===== src/crc_pkg.sv =====
package crc_pkg;

  // Register byte addresses.
  localparam logic [7:0] ADDR_CFG = 8'h08;
  localparam logic [7:0] ADDR_SLOT = 8'h0C;
  localparam logic [7:0] ADDR_RXCTRL = 8'h10;
  localparam logic [7:0] ADDR_TXCTRL = 8'h14;
  localparam logic [7:0] ADDR_LCV = 8'h18;
  localparam logic [7:0] ADDR_FRAME = 8'h1C;
  localparam logic [7:0] ADDR_RST = 8'h20;

  // Field positions.
  localparam int CFG_INSERT_BIT = 0;
  localparam int TX_INSERT_BIT = 8;
  localparam int RST_GEN_EN_BIT = 0;
  localparam int RST_FORCE_BIT = 1;
  localparam int RST_OUT_EN_BIT = 2;
  localparam int RST_PIN_EN_BIT = 3;
  localparam int RST_DET_BIT = 4;
  localparam int RST_DET_HOLD_BIT = 5;
  localparam int RST_DONE_BIT = 6;
  localparam int RST_DONE_HOLD_BIT = 7;

  // Reset values and limits.
  localparam logic [7:0] SLOT_RESET = 8'h00;
  localparam logic [7:0] BYTE_RESET = 8'h00;
  localparam logic [7:0] LCV_FULL = 8'hFF;
  localparam logic [3:0] RST_CTRL_RESET = 4'h0;

  // APB request carrier.
  typedef struct packed {
    logic sel;
    logic enable;
    logic write;
    logic [7:0] addr;
    logic [31:0] wdata;
  } crc_apb_req_t;

  // Link-side control-byte slot carrier.
  typedef struct packed {
    logic valid;
    logic [7:0] index;
    logic [7:0] data;
  } crc_slot_t;

endpackage

===== src/crc_ctrl_regs.sv =====
`timescale 1ns/10ps
`default_nettype none


module crc_ctrl_regs #(
  parameter int FRAME_W = 12
) (
  // Clock and reset.
  input wire logic clk_sys,
  input wire logic rst,
  // APB slave.
  input wire logic psel,
  input wire logic penable,
  input wire logic pwrite,
  input wire logic [7:0] paddr,
  input wire logic [31:0] pwdata,
  output logic [31:0] prdata,
  output logic pready,
  output logic pslverr,
  // Receive side of the link.
  input wire crc_pkg::crc_slot_t rxSlot,
  input wire logic codeViolation,
  input wire logic [FRAME_W-1:0] frameNumber,
  input wire logic linkResetDetected,
  // Transmit side of the link.
  input wire logic [7:0] txSlotIndex,
  output crc_pkg::crc_slot_t txSlotInsert,
  input wire logic linkResetSent,
  output logic txResetRequest,
  // User side.
  input wire logic external_reset_request_in,
  output logic resetOut
);

  typedef struct packed {
    logic globalInsert;
    logic [7:0] slotSel;
    logic [7:0] rxByte;
    logic txInsert;
    logic [7:0] txByte;
    logic pin_driven_reset_gen_enable;
    logic resetOutEn;
    logic resetForce;
    logic resetGenEn;
    logic detect;
    logic detectHold;
    logic done;
    logic doneHold;
    logic [31:0] rdata;
    logic slvErr;
    logic [FRAME_W-1:0] frame;
    logic txReq;
    logic resetOut;
  } crc_state_t;

  crc_state_t state_r;
  crc_state_t state_nxt;
  logic [7:0] lcvCount;
  logic wrEn;
  logic rdEn;
  logic mapped;
  logic setupEn;

  // ==========================================================
  // Line code violation counter
  // ==========================================================
  // Only for debug visibility; the count is read back over APB and used nowhere else.
  crc_lcv_counter #(.WIDTH(8)) lcvCounter (
    .clk_sys(clk_sys),
    .rst(rst),
    .violation(codeViolation),
    .count(lcvCount)
  );

  // ==========================================================
  // APB decode
  // ==========================================================
  assign wrEn = psel && penable && pwrite;
  assign rdEn = psel && penable && !pwrite;
  assign setupEn = psel && !penable;
  assign pready = 1'b1;

  always_comb begin
    if (paddr == crc_pkg::ADDR_CFG) begin
      mapped = 1'b1;
    end else if (paddr == crc_pkg::ADDR_SLOT) begin
      mapped = 1'b1;
    end else if (paddr == crc_pkg::ADDR_RXCTRL) begin
      mapped = 1'b1;
    end else if (paddr == crc_pkg::ADDR_TXCTRL) begin
      mapped = 1'b1;
    end else if (paddr == crc_pkg::ADDR_LCV) begin
      mapped = 1'b1;
    end else if (paddr == crc_pkg::ADDR_FRAME) begin
      mapped = 1'b1;
    end else if (paddr == crc_pkg::ADDR_RST) begin
      mapped = 1'b1;
    end else begin
      mapped = 1'b0;
    end
  end

  // ==========================================================
  // Next state
  // ==========================================================
  always_comb begin
    state_nxt = state_r;
    state_nxt.rdata = 32'h00000000;
    state_nxt.slvErr = 1'b0;
    state_nxt.frame = frameNumber;
    // Capture the selected entry as it arrives from the link.
    if (rxSlot.valid && (rxSlot.index == state_r.slotSel)) begin
      state_nxt.rxByte = rxSlot.data;
    end
    state_nxt.detect = linkResetDetected;
    state_nxt.done = linkResetSent;
    if (wrEn) begin
      if (paddr == crc_pkg::ADDR_CFG) begin
        state_nxt.globalInsert = pwdata[crc_pkg::CFG_INSERT_BIT];
      end else if (paddr == crc_pkg::ADDR_SLOT) begin
        state_nxt.slotSel = pwdata[7:0];
      end else if (paddr == crc_pkg::ADDR_TXCTRL) begin
        state_nxt.txInsert = pwdata[crc_pkg::TX_INSERT_BIT];
        state_nxt.txByte = pwdata[7:0];
      end else if (paddr == crc_pkg::ADDR_RST) begin
        state_nxt.resetGenEn = pwdata[crc_pkg::RST_GEN_EN_BIT];
        state_nxt.resetForce = pwdata[crc_pkg::RST_FORCE_BIT];
        state_nxt.resetOutEn = pwdata[crc_pkg::RST_OUT_EN_BIT];
        state_nxt.pin_driven_reset_gen_enable = pwdata[crc_pkg::RST_PIN_EN_BIT];
      end
    end
    // Read data and the error flag load in the setup cycle, so both stand from flip-flops
    // through the access cycle and are valid at the edge that ends the transfer.
    if (setupEn) begin
      state_nxt.slvErr = !mapped;
    end
    if (setupEn && !pwrite) begin
      if (paddr == crc_pkg::ADDR_CFG) begin
        state_nxt.rdata = {31'h00000000, state_r.globalInsert};
      end else if (paddr == crc_pkg::ADDR_SLOT) begin
        state_nxt.rdata = {24'h000000, state_r.slotSel};
      end else if (paddr == crc_pkg::ADDR_RXCTRL) begin
        state_nxt.rdata = {24'h000000, state_r.rxByte};
      end else if (paddr == crc_pkg::ADDR_TXCTRL) begin
        state_nxt.rdata = {23'h000000, state_r.txInsert, state_r.txByte};
      end else if (paddr == crc_pkg::ADDR_LCV) begin
        state_nxt.rdata = {24'h000000, lcvCount};
      end else if (paddr == crc_pkg::ADDR_FRAME) begin
        state_nxt.rdata = {{(32 - FRAME_W){1'b0}}, state_r.frame};
      end else if (paddr == crc_pkg::ADDR_RST) begin
        state_nxt.rdata = {24'h000000, state_r.doneHold, state_r.done, state_r.detectHold,
          state_r.detect, state_r.pin_driven_reset_gen_enable, state_r.resetOutEn,
          state_r.resetForce, state_r.resetGenEn};
      end
    end
    // A read clears only the hold bits it returned, so an event that lands between setup
    // and access is not lost; an event in the clearing cycle is set again below.
    if (rdEn && (paddr == crc_pkg::ADDR_RST)) begin
      state_nxt.detectHold = state_r.detectHold && !state_r.rdata[crc_pkg::RST_DET_HOLD_BIT];
      state_nxt.doneHold = state_r.doneHold && !state_r.rdata[crc_pkg::RST_DONE_HOLD_BIT];
    end
    if (linkResetDetected) begin
      state_nxt.detectHold = 1'b1;
    end
    if (linkResetSent) begin
      state_nxt.doneHold = 1'b1;
    end
    // Pin mode has priority and masks both software bits.
    if (state_r.pin_driven_reset_gen_enable) begin
      state_nxt.txReq = external_reset_request_in;
    end else if (state_r.resetGenEn) begin
      state_nxt.txReq = state_r.resetForce;
    end else begin
      state_nxt.txReq = 1'b0;
    end
    state_nxt.resetOut = state_r.resetOutEn && linkResetDetected;
  end

  always_ff @(posedge clk_sys) begin
    if (rst) begin
      state_r <= '0;
    end else begin
      state_r <= state_nxt;
    end
  end

  // ==========================================================
  // Outputs
  // ==========================================================
  assign prdata = state_r.rdata;
  assign pslverr = state_r.slvErr;
  assign txResetRequest = state_r.txReq;
  assign resetOut = state_r.resetOut;

  always_comb begin
    txSlotInsert.index = state_r.slotSel;
    txSlotInsert.data = state_r.txByte;
    // The global enable overrides the per-byte bit, so either one inserts.
    txSlotInsert.valid = state_r.globalInsert || state_r.txInsert;
    if (txSlotIndex != state_r.slotSel) begin
      txSlotInsert.valid = 1'b0;
    end
  end

  // ==========================================================
  // Checks
  // ==========================================================
  insert_default_a: assert property (@(posedge clk_sys)
    rst |=> !txSlotInsert.valid)
    else $error("insertion enabled after reset");

  global_override_a: assert property (@(posedge clk_sys) disable iff (rst)
    (state_r.globalInsert && txSlotIndex == state_r.slotSel) |-> txSlotInsert.valid)
    else $error("global insertion enable ignored");

  rx_capture_a: assert property (@(posedge clk_sys) disable iff (rst)
    (rxSlot.valid && rxSlot.index == state_r.slotSel && !wrEn)
    |=> (state_r.rxByte == $past(rxSlot.data)))
    else $error("selected receive byte not captured");

  pin_mode_a: assert property (@(posedge clk_sys) disable iff (rst)
    state_r.pin_driven_reset_gen_enable |=> (txResetRequest == $past(external_reset_request_in)))
    else $error("pin mode request does not follow input");

  sw_masked_a: assert property (@(posedge clk_sys) disable iff (rst)
    (state_r.pin_driven_reset_gen_enable && !external_reset_request_in) |=> !txResetRequest)
    else $error("software bits not masked in pin mode");

  sw_force_a: assert property (@(posedge clk_sys) disable iff (rst)
    (!state_r.pin_driven_reset_gen_enable && state_r.resetGenEn)
    |=> (txResetRequest == $past(state_r.resetForce)))
    else $error("software mode ignores force bit");

  detect_hold_a: assert property (@(posedge clk_sys) disable iff (rst)
    linkResetDetected |=> state_r.detectHold)
    else $error("detect hold not set");

  done_hold_a: assert property (@(posedge clk_sys) disable iff (rst)
    linkResetSent |=> state_r.doneHold)
    else $error("sent hold not set");

  reset_out_a: assert property (@(posedge clk_sys) disable iff (rst)
    resetOut |-> $past(state_r.resetOutEn && linkResetDetected))
    else $error("reset output without enable");

  frame_track_a: assert property (@(posedge clk_sys) disable iff (rst)
    1'b1 |=> (state_r.frame == $past(frameNumber)))
    else $error("frame number not tracked");

  slot_write_c: cover property (@(posedge clk_sys) disable iff (rst)
    wrEn && paddr == crc_pkg::ADDR_SLOT);
  hold_clear_c: cover property (@(posedge clk_sys) disable iff (rst)
    state_r.detectHold ##1 rdEn && paddr == crc_pkg::ADDR_RST ##1 !state_r.detectHold);
  pin_request_c: cover property (@(posedge clk_sys) disable iff (rst)
    state_r.pin_driven_reset_gen_enable && txResetRequest);
  insert_c: cover property (@(posedge clk_sys) disable iff (rst) txSlotInsert.valid);

endmodule // crc_ctrl_regs

`default_nettype wire


===== src/crc_lcv_counter.sv =====
`timescale 1ns/10ps
`default_nettype none

module crc_lcv_counter #(
  parameter int WIDTH = 8
) (
  // Clock and reset.
  input wire logic clk_sys,
  input wire logic rst,
  // Violation pulse and count.
  input wire logic violation,
  output logic [WIDTH-1:0] count
);

  typedef struct packed {
    logic [WIDTH-1:0] count;
  } crc_lcv_state_t;

  crc_lcv_state_t state_r;
  crc_lcv_state_t state_nxt;

  always_comb begin
    state_nxt = state_r;
    // Sticks at all-ones until reset; it is a debug aid, not a link-loss judge.
    if (violation && (state_r.count != {WIDTH{1'b1}})) begin
      state_nxt.count = state_r.count + 1'b1;
    end
  end

  always_ff @(posedge clk_sys) begin
    if (rst) begin
      state_r <= '0;
    end else begin
      state_r <= state_nxt;
    end
  end

  assign count = state_r.count;

  saturate_hold_a: assert property (@(posedge clk_sys) disable iff (rst)
    (count == {WIDTH{1'b1}}) |=> (count == {WIDTH{1'b1}}))
    else $error("violation counter left saturation");

  count_step_a: assert property (@(posedge clk_sys) disable iff (rst)
    (violation && count != {WIDTH{1'b1}}) |=> (count == $past(count) + 1'b1))
    else $error("violation counter did not step by one");

  count_idle_a: assert property (@(posedge clk_sys) disable iff (rst)
    !violation |=> $stable(count))
    else $error("violation counter moved without a violation");

endmodule // crc_lcv_counter

`default_nettype wire


===== config.mk =====
export PLATFORM = sky130hd
export DESIGN_NAME = crc_ctrl_regs
export DESIGN_NICKNAME = d
export VERILOG_FILES = /design/src/crc_pkg.sv /design/src/crc_ctrl_regs.sv /design/src/crc_lcv_counter.sv
export SDC_FILE = /design/constraint.sdc
export NUM_CORES = 1
export LEC_CHECK = 0
export BUFFER_PORTS_ARGS = -buffer_cell sky130_fd_sc_hd__buf_2
export CAP_MARGIN = 20
export CORE_MARGIN = 4
export CORE_UTILIZATION = 48
export CTS_BUF_LIST = sky130_fd_sc_hd__clkbuf_16
export CTS_CLUSTER_DIAMETER = 40
export DETAILED_ROUTE_END_ITERATION = 6
export PLACE_DENSITY = 0.8
export RECOVER_POWER = 100
export SLEW_MARGIN = 25
export SYNTH_ARGS = -nofsm -noshare
export SYNTH_HDL_FRONTEND = slang
export SYNTH_SLANG_ARGS = --single-unit

===== constraint.sdc =====
create_clock -name clk_sys -period 2.44 [get_ports clk_sys]
set_input_delay 0.244 -clock clk_sys [delete_from_list [all_inputs] [get_ports clk_sys]]
set_output_delay 0.244 -clock clk_sys [all_outputs]
set_load 0.02 [all_outputs]

==> report_table.html <==
<table>
<tr><th>Metric</th><th>Value</th></tr>
<tr><th colspan="2">Logic synthesis</th></tr>
<tr><td>Adder-Cell Fraction of Synth Area</td><td>0.366%</td></tr>
<tr><td>Top area cells in the synthesized netlist</td><td>sky130_fd_sc_hd__dfxtp_1 40%, sky130_fd_sc_hd__buf_4 11%, sky130_fd_sc_hd__mux2i_1 9.4%</td></tr>
<tr><td>Library cell with the largest summed area after synthesis</td><td>sky130_fd_sc_hd__dfxtp_1</td></tr>
<tr><td>Cell count after synthesis</td><td>386</td></tr>
<tr><td>Share of synthesized flip-flops with an asynchronous set or reset</td><td>0%</td></tr>
<tr><td>Number of distinct library cells after synthesis</td><td>43</td></tr>
<tr><td>Post-synth EDFFs</td><td>0</td></tr>
<tr><td>XOR/XNOR Fraction of Synth Area</td><td>5.38%</td></tr>
<tr><td>Syn_area_per_cell</td><td>8.86 µm²</td></tr>
<tr><td>Area share of the largest cell type after synthesis</td><td>40.4%</td></tr>
<tr><td>Portion of the post-synthesis area used by sequential elements</td><td>40.4%</td></tr>
<tr><td>Netlist area before placement</td><td>3420 µm²</td></tr>
<tr><td>Share of cell area taken by muxes after synthesis</td><td>9.37%</td></tr>
<tr><td>Number of warnings printed during yosys synthesis</td><td>0</td></tr>
<tr><td>Most used DFF post-synth</td><td>sky130_fd_sc_hd__dfxtp_1</td></tr>
<tr><td>Synthesized-area fraction occupied by ao, oa, aoi and oai cells</td><td>10.6%</td></tr>
<tr><td>Flip-flop and latch count after synthesis</td><td>69</td></tr>
<tr><td>Largest family of logic cells by synthesized area</td><td>simple AND/OR/NAND/NOR gates</td></tr>
<tr><td>Simple-gate area share of the yosys netlist</td><td>20.2%</td></tr>
<tr><th colspan="2">Detailed routing</th></tr>
<tr><td>Drt wl/cell</td><td>14.8 µm</td></tr>
<tr><td>Post-route antenna net violation count</td><td>0</td></tr>
<tr><td>Iteration-0 DRC count of the detailed router</td><td>138</td></tr>
<tr><td>Drt first pass iters</td><td>4</td></tr>
<tr><td>Met3 wire length</td><td>535 µm</td></tr>
<tr><td>Count of unresolved DRC violations after routing</td><td>0</td></tr>
<tr><td>Number of vias in the routed layout</td><td>2816</td></tr>
<tr><td>DR WL met2</td><td>3850 µm</td></tr>
<tr><td>Via density per instance</td><td>5.09</td></tr>
<tr><td>Wire length reported by the detailed router</td><td>8160 µm</td></tr>
<tr><td>Top routing layer used</td><td>met4</td></tr>
<tr><td>Met1 layer wirelength in the final routing</td><td>3650 µm</td></tr>
<tr><th colspan="2">Setup path</th></tr>
<tr><td>Setup CP Type</td><td>in2reg</td></tr>
<tr><td>CP max stage cell</td><td>sky130_fd_sc_hd__or4b_2</td></tr>
<tr><td>Worst EP arrival</td><td>2.16 ns</td></tr>
<tr><td>Required time at the endpoint of the critical path</td><td>2.61 ns</td></tr>
<tr><td>Critical Path End Type</td><td>register</td></tr>
<tr><td>Launching element type of the critical path</td><td>input pin</td></tr>
<tr><td>Crit-path cells</td><td>buf_2 -&gt; or4b_2 -&gt; nor3_1 -&gt; mux2i_1 -&gt; nor2_1</td></tr>
<tr><td>Buf+Inv Stages, Crit Path</td><td>1</td></tr>
<tr><td>Family with the most delay on the worst path</td><td>simple AND/OR/NAND/NOR gates</td></tr>
<tr><td>Maximum fanout along the worst path</td><td>12</td></tr>
<tr><td>Critical Path Max Stage Delay</td><td>0.70 ns</td></tr>
<tr><th colspan="2">Timing</th></tr>
<tr><td>Total of endpoints with negative setup slack in the final report</td><td>0</td></tr>
<tr><td>Sum Neg Setup Slack</td><td>0 ns</td></tr>
<tr><td>Clock period minus worst slack</td><td>2.00 ns</td></tr>
<tr><td>Number of endpoints with negative hold slack in the final report</td><td>0</td></tr>
<tr><td>Final worst path period share</td><td>81.9%</td></tr>
<tr><td>Worst Max-Slew Pin Slew</td><td>1.07 ns</td></tr>
<tr><td>Final Max Tran Viols</td><td>0</td></tr>
<tr><td>Max Clock Freq</td><td>501 MHz</td></tr>
<tr><td>Post-Route Skew</td><td>0.00389 ns</td></tr>
<tr><td>Worst slew margin</td><td>28.9%</td></tr>
<tr><td>Setup repair after global routing missed its margin</td><td>false</td></tr>
<tr><th colspan="2">Place</th></tr>
<tr><td>Detail Placement HPWL</td><td>6110 µm</td></tr>
<tr><td>Routability cong.</td><td>0.875</td></tr>
<tr><td>Count of buffers inserted at the top-level ports</td><td>94</td></tr>
<tr><th colspan="2">Clocking</th></tr>
<tr><td>CTS tree</td><td>built</td></tr>
<tr><td>Clock edge transition at the registers on the reported setup and hold paths</td><td>0.05 ns</td></tr>
<tr><td>Cts repair resizes</td><td>0</td></tr>
<tr><td>Post-CTS setup buffers</td><td>0</td></tr>
<tr><td>CTS buffer count</td><td>9</td></tr>
<tr><td>H-Tree Level Count</td><td>3</td></tr>
<tr><td>Insertion delay to the later sink of the worst-skew pair</td><td>0.33 ns</td></tr>
<tr><td>CTS hold repair buffers</td><td>0</td></tr>
<tr><td>Max clock buf depth</td><td>2</td></tr>
<tr><td>Clock sink count</td><td>69</td></tr>
<tr><td>Cell at the root of the clock tree</td><td>sky130_fd_sc_hd__clkbuf_16</td></tr>
<tr><th colspan="2">Die</th></tr>
<tr><td>Count of standard-cell rows</td><td>30</td></tr>
<tr><td>Die Ht</td><td>92.4 µm</td></tr>
<tr><td>Die span in x</td><td>92.4 µm</td></tr>
<tr><td>Placeable core region</td><td>6870 µm²</td></tr>
<tr><td>Floorplan die area</td><td>8540 µm²</td></tr>
<tr><td>Starting density of the core</td><td>49.8%</td></tr>
<tr><td>Number of top-level pins</td><td>139</td></tr>
<tr><th colspan="2">Worst hold path</th></tr>
<tr><td>Hold Crit Class</td><td>in2reg</td></tr>
<tr><th colspan="2">Finish</th></tr>
<tr><td>Layout cells sized above 1</td><td>17.3%</td></tr>
<tr><td>Ant. Diodes</td><td>0</td></tr>
<tr><td>Area added between synthesis and finish</td><td>14.1%</td></tr>
<tr><td>Net total in the final layout</td><td>540</td></tr>
<tr><td>Most common library cell in the layout ignoring fill and taps</td><td>sky130_fd_sc_hd__dfxtp_1</td></tr>
<tr><td>Commonest non-fill, non-tap cells in the layout</td><td>69 x sky130_fd_sc_hd__dfxtp_1, 60 x sky130_fd_sc_hd__buf_2, 45 x sky130_fd_sc_hd__nor2_1</td></tr>
<tr><th colspan="2">GRT</th></tr>
<tr><td>Global-route wire length before repair</td><td>12800 µm</td></tr>
<tr><td>Overall global routing resource usage</td><td>19.2%</td></tr>
<tr><td>Antenna violations before repair</td><td>0</td></tr>
<tr><td>Via count of the first global-routing pass</td><td>2610</td></tr>
<tr><td>Total overflow reported by the global router</td><td>0</td></tr>
<tr><td>Largest net degree at the start of global routing</td><td>57</td></tr>
<tr><th colspan="2">Run status</th></tr>
<tr><td>Result of the run</td><td>completed</td></tr>
<tr><th colspan="2">Power</th></tr>
<tr><td>PD cells</td><td>664 nW/µm²</td></tr>
<tr><td>Total leakage power</td><td>0.00164 µW</td></tr>
<tr><td>Total power consumption of the routed design</td><td>2590 µW</td></tr>
<tr><td>Highest ir drop seen on vdd</td><td>0.351 mV</td></tr>
<tr><th colspan="2">Run</th></tr>
<tr><td># Max-Cap Violations</td><td>0</td></tr>
</table>
[kinds of logic (layout without fill, tap and decap cells)]
family | count (synthesis) | in the layout
buffers and inverters | 69 | 121
AO/OA/AOI/OAI | 58 | 58
other | 2 | 21
XOR/XNOR | 21 | 21
multiplexers | 32 | 32
flip-flops | 69 | 69
adder cells (fa/ha/maj) | 1 | 1
AND/OR/NAND/NOR | 134 | 134
[per-stage QoR]
step	worst slack (ns)	hold slack (ns)	util, %	instance area (µm²)	std cells
after global placement	0.360	0.413	53.9	3700	538
final	0.442	0.125	56.8	3900	553
after detailed placement	0.309	0.411	53.9	3700	538
after global routing	0.348	0.125	56.8	3900	553
after CTS	0.654	0.120	58.0	3980	553
after floorplan	0.571	0.321	-	3490	405
[layer usage]
layer  global-route usage [%]  up-vias
met4                     8.29        0
li1                         -     1390
met2                     29.7      109
met5                        0        -
met3                     4.63       13
met1                     25.4     1304
[state kept, by name (all words and copies together) (netlist names)]
| register | cells |
|---|---|
| lcvCounter.count | 8 |
| state_r | 30 |
| pslverr | 1 |
| resetOut | 1 |
| txResetRequest | 1 |
| txSlotInsert | 16 |
| prdata | 12 |
[synthesized netlist by cell type (4+ instances only)]
cell	n
sky130_fd_sc_hd__a2bb2oi_1	4
sky130_fd_sc_hd__and2_1	6
sky130_fd_sc_hd__nand4_1	4
sky130_fd_sc_hd__a221o_1	4
sky130_fd_sc_hd__nor2_1	45
sky130_fd_sc_hd__a21oi_1	26
sky130_fd_sc_hd__dfxtp_1	69
sky130_fd_sc_hd__nor4_1	6
sky130_fd_sc_hd__nand2b_1	8
sky130_fd_sc_hd__o21ai_0	11
sky130_fd_sc_hd__nor3_1	8
sky130_fd_sc_hd__clkbuf_1	12
sky130_fd_sc_hd__nand3_1	7
sky130_fd_sc_hd__nand2_1	22
sky130_fd_sc_hd__xnor2_1	17
sky130_fd_sc_hd__nor2b_1	16
sky130_fd_sc_hd__xor2_1	4
sky130_fd_sc_hd__mux2i_1	32
sky130_fd_sc_hd__buf_4	49
[final timing paths]
path | slack [ns] | from | cells after the start | to
worst min-delay path | 0.13 | frameNumber[5] | 2 | state_r[7]
worst max register to register | 0.60 | txSlotInsert[13] | 6 | state_r[71]
worst min register to register | 0.42 | state_r[11] | 1 | prdata[9]
worst max-delay path | 0.44 | paddr[2] | 5 | state_r[52]
[cell type report]
| cell class | count | area, µm² |
|---|---|---|
| Fill cell | 647 | 2970 |
| Multi-Input combinational cell | 267 | 1630 |
| Sequential cell | 69 | 1380 |
| Timing Repair Buffer | 103 | 474 |
| Clock buffer | 9 | 225 |
| Tap cell | 96 | 120 |
| Clock inverter | 6 | 56.3 |
| Inverter | 3 | 11.3 |
[report_power, final]
part | total [µW] | switching, µW | internal [µW]
Sequential | 1160 | 9.30 | 1150
Clock | 1220 | 449 | 773
Combinational | 213 | 128 | 85.2
Note: power is estimated with default switching activity, not from simulation.
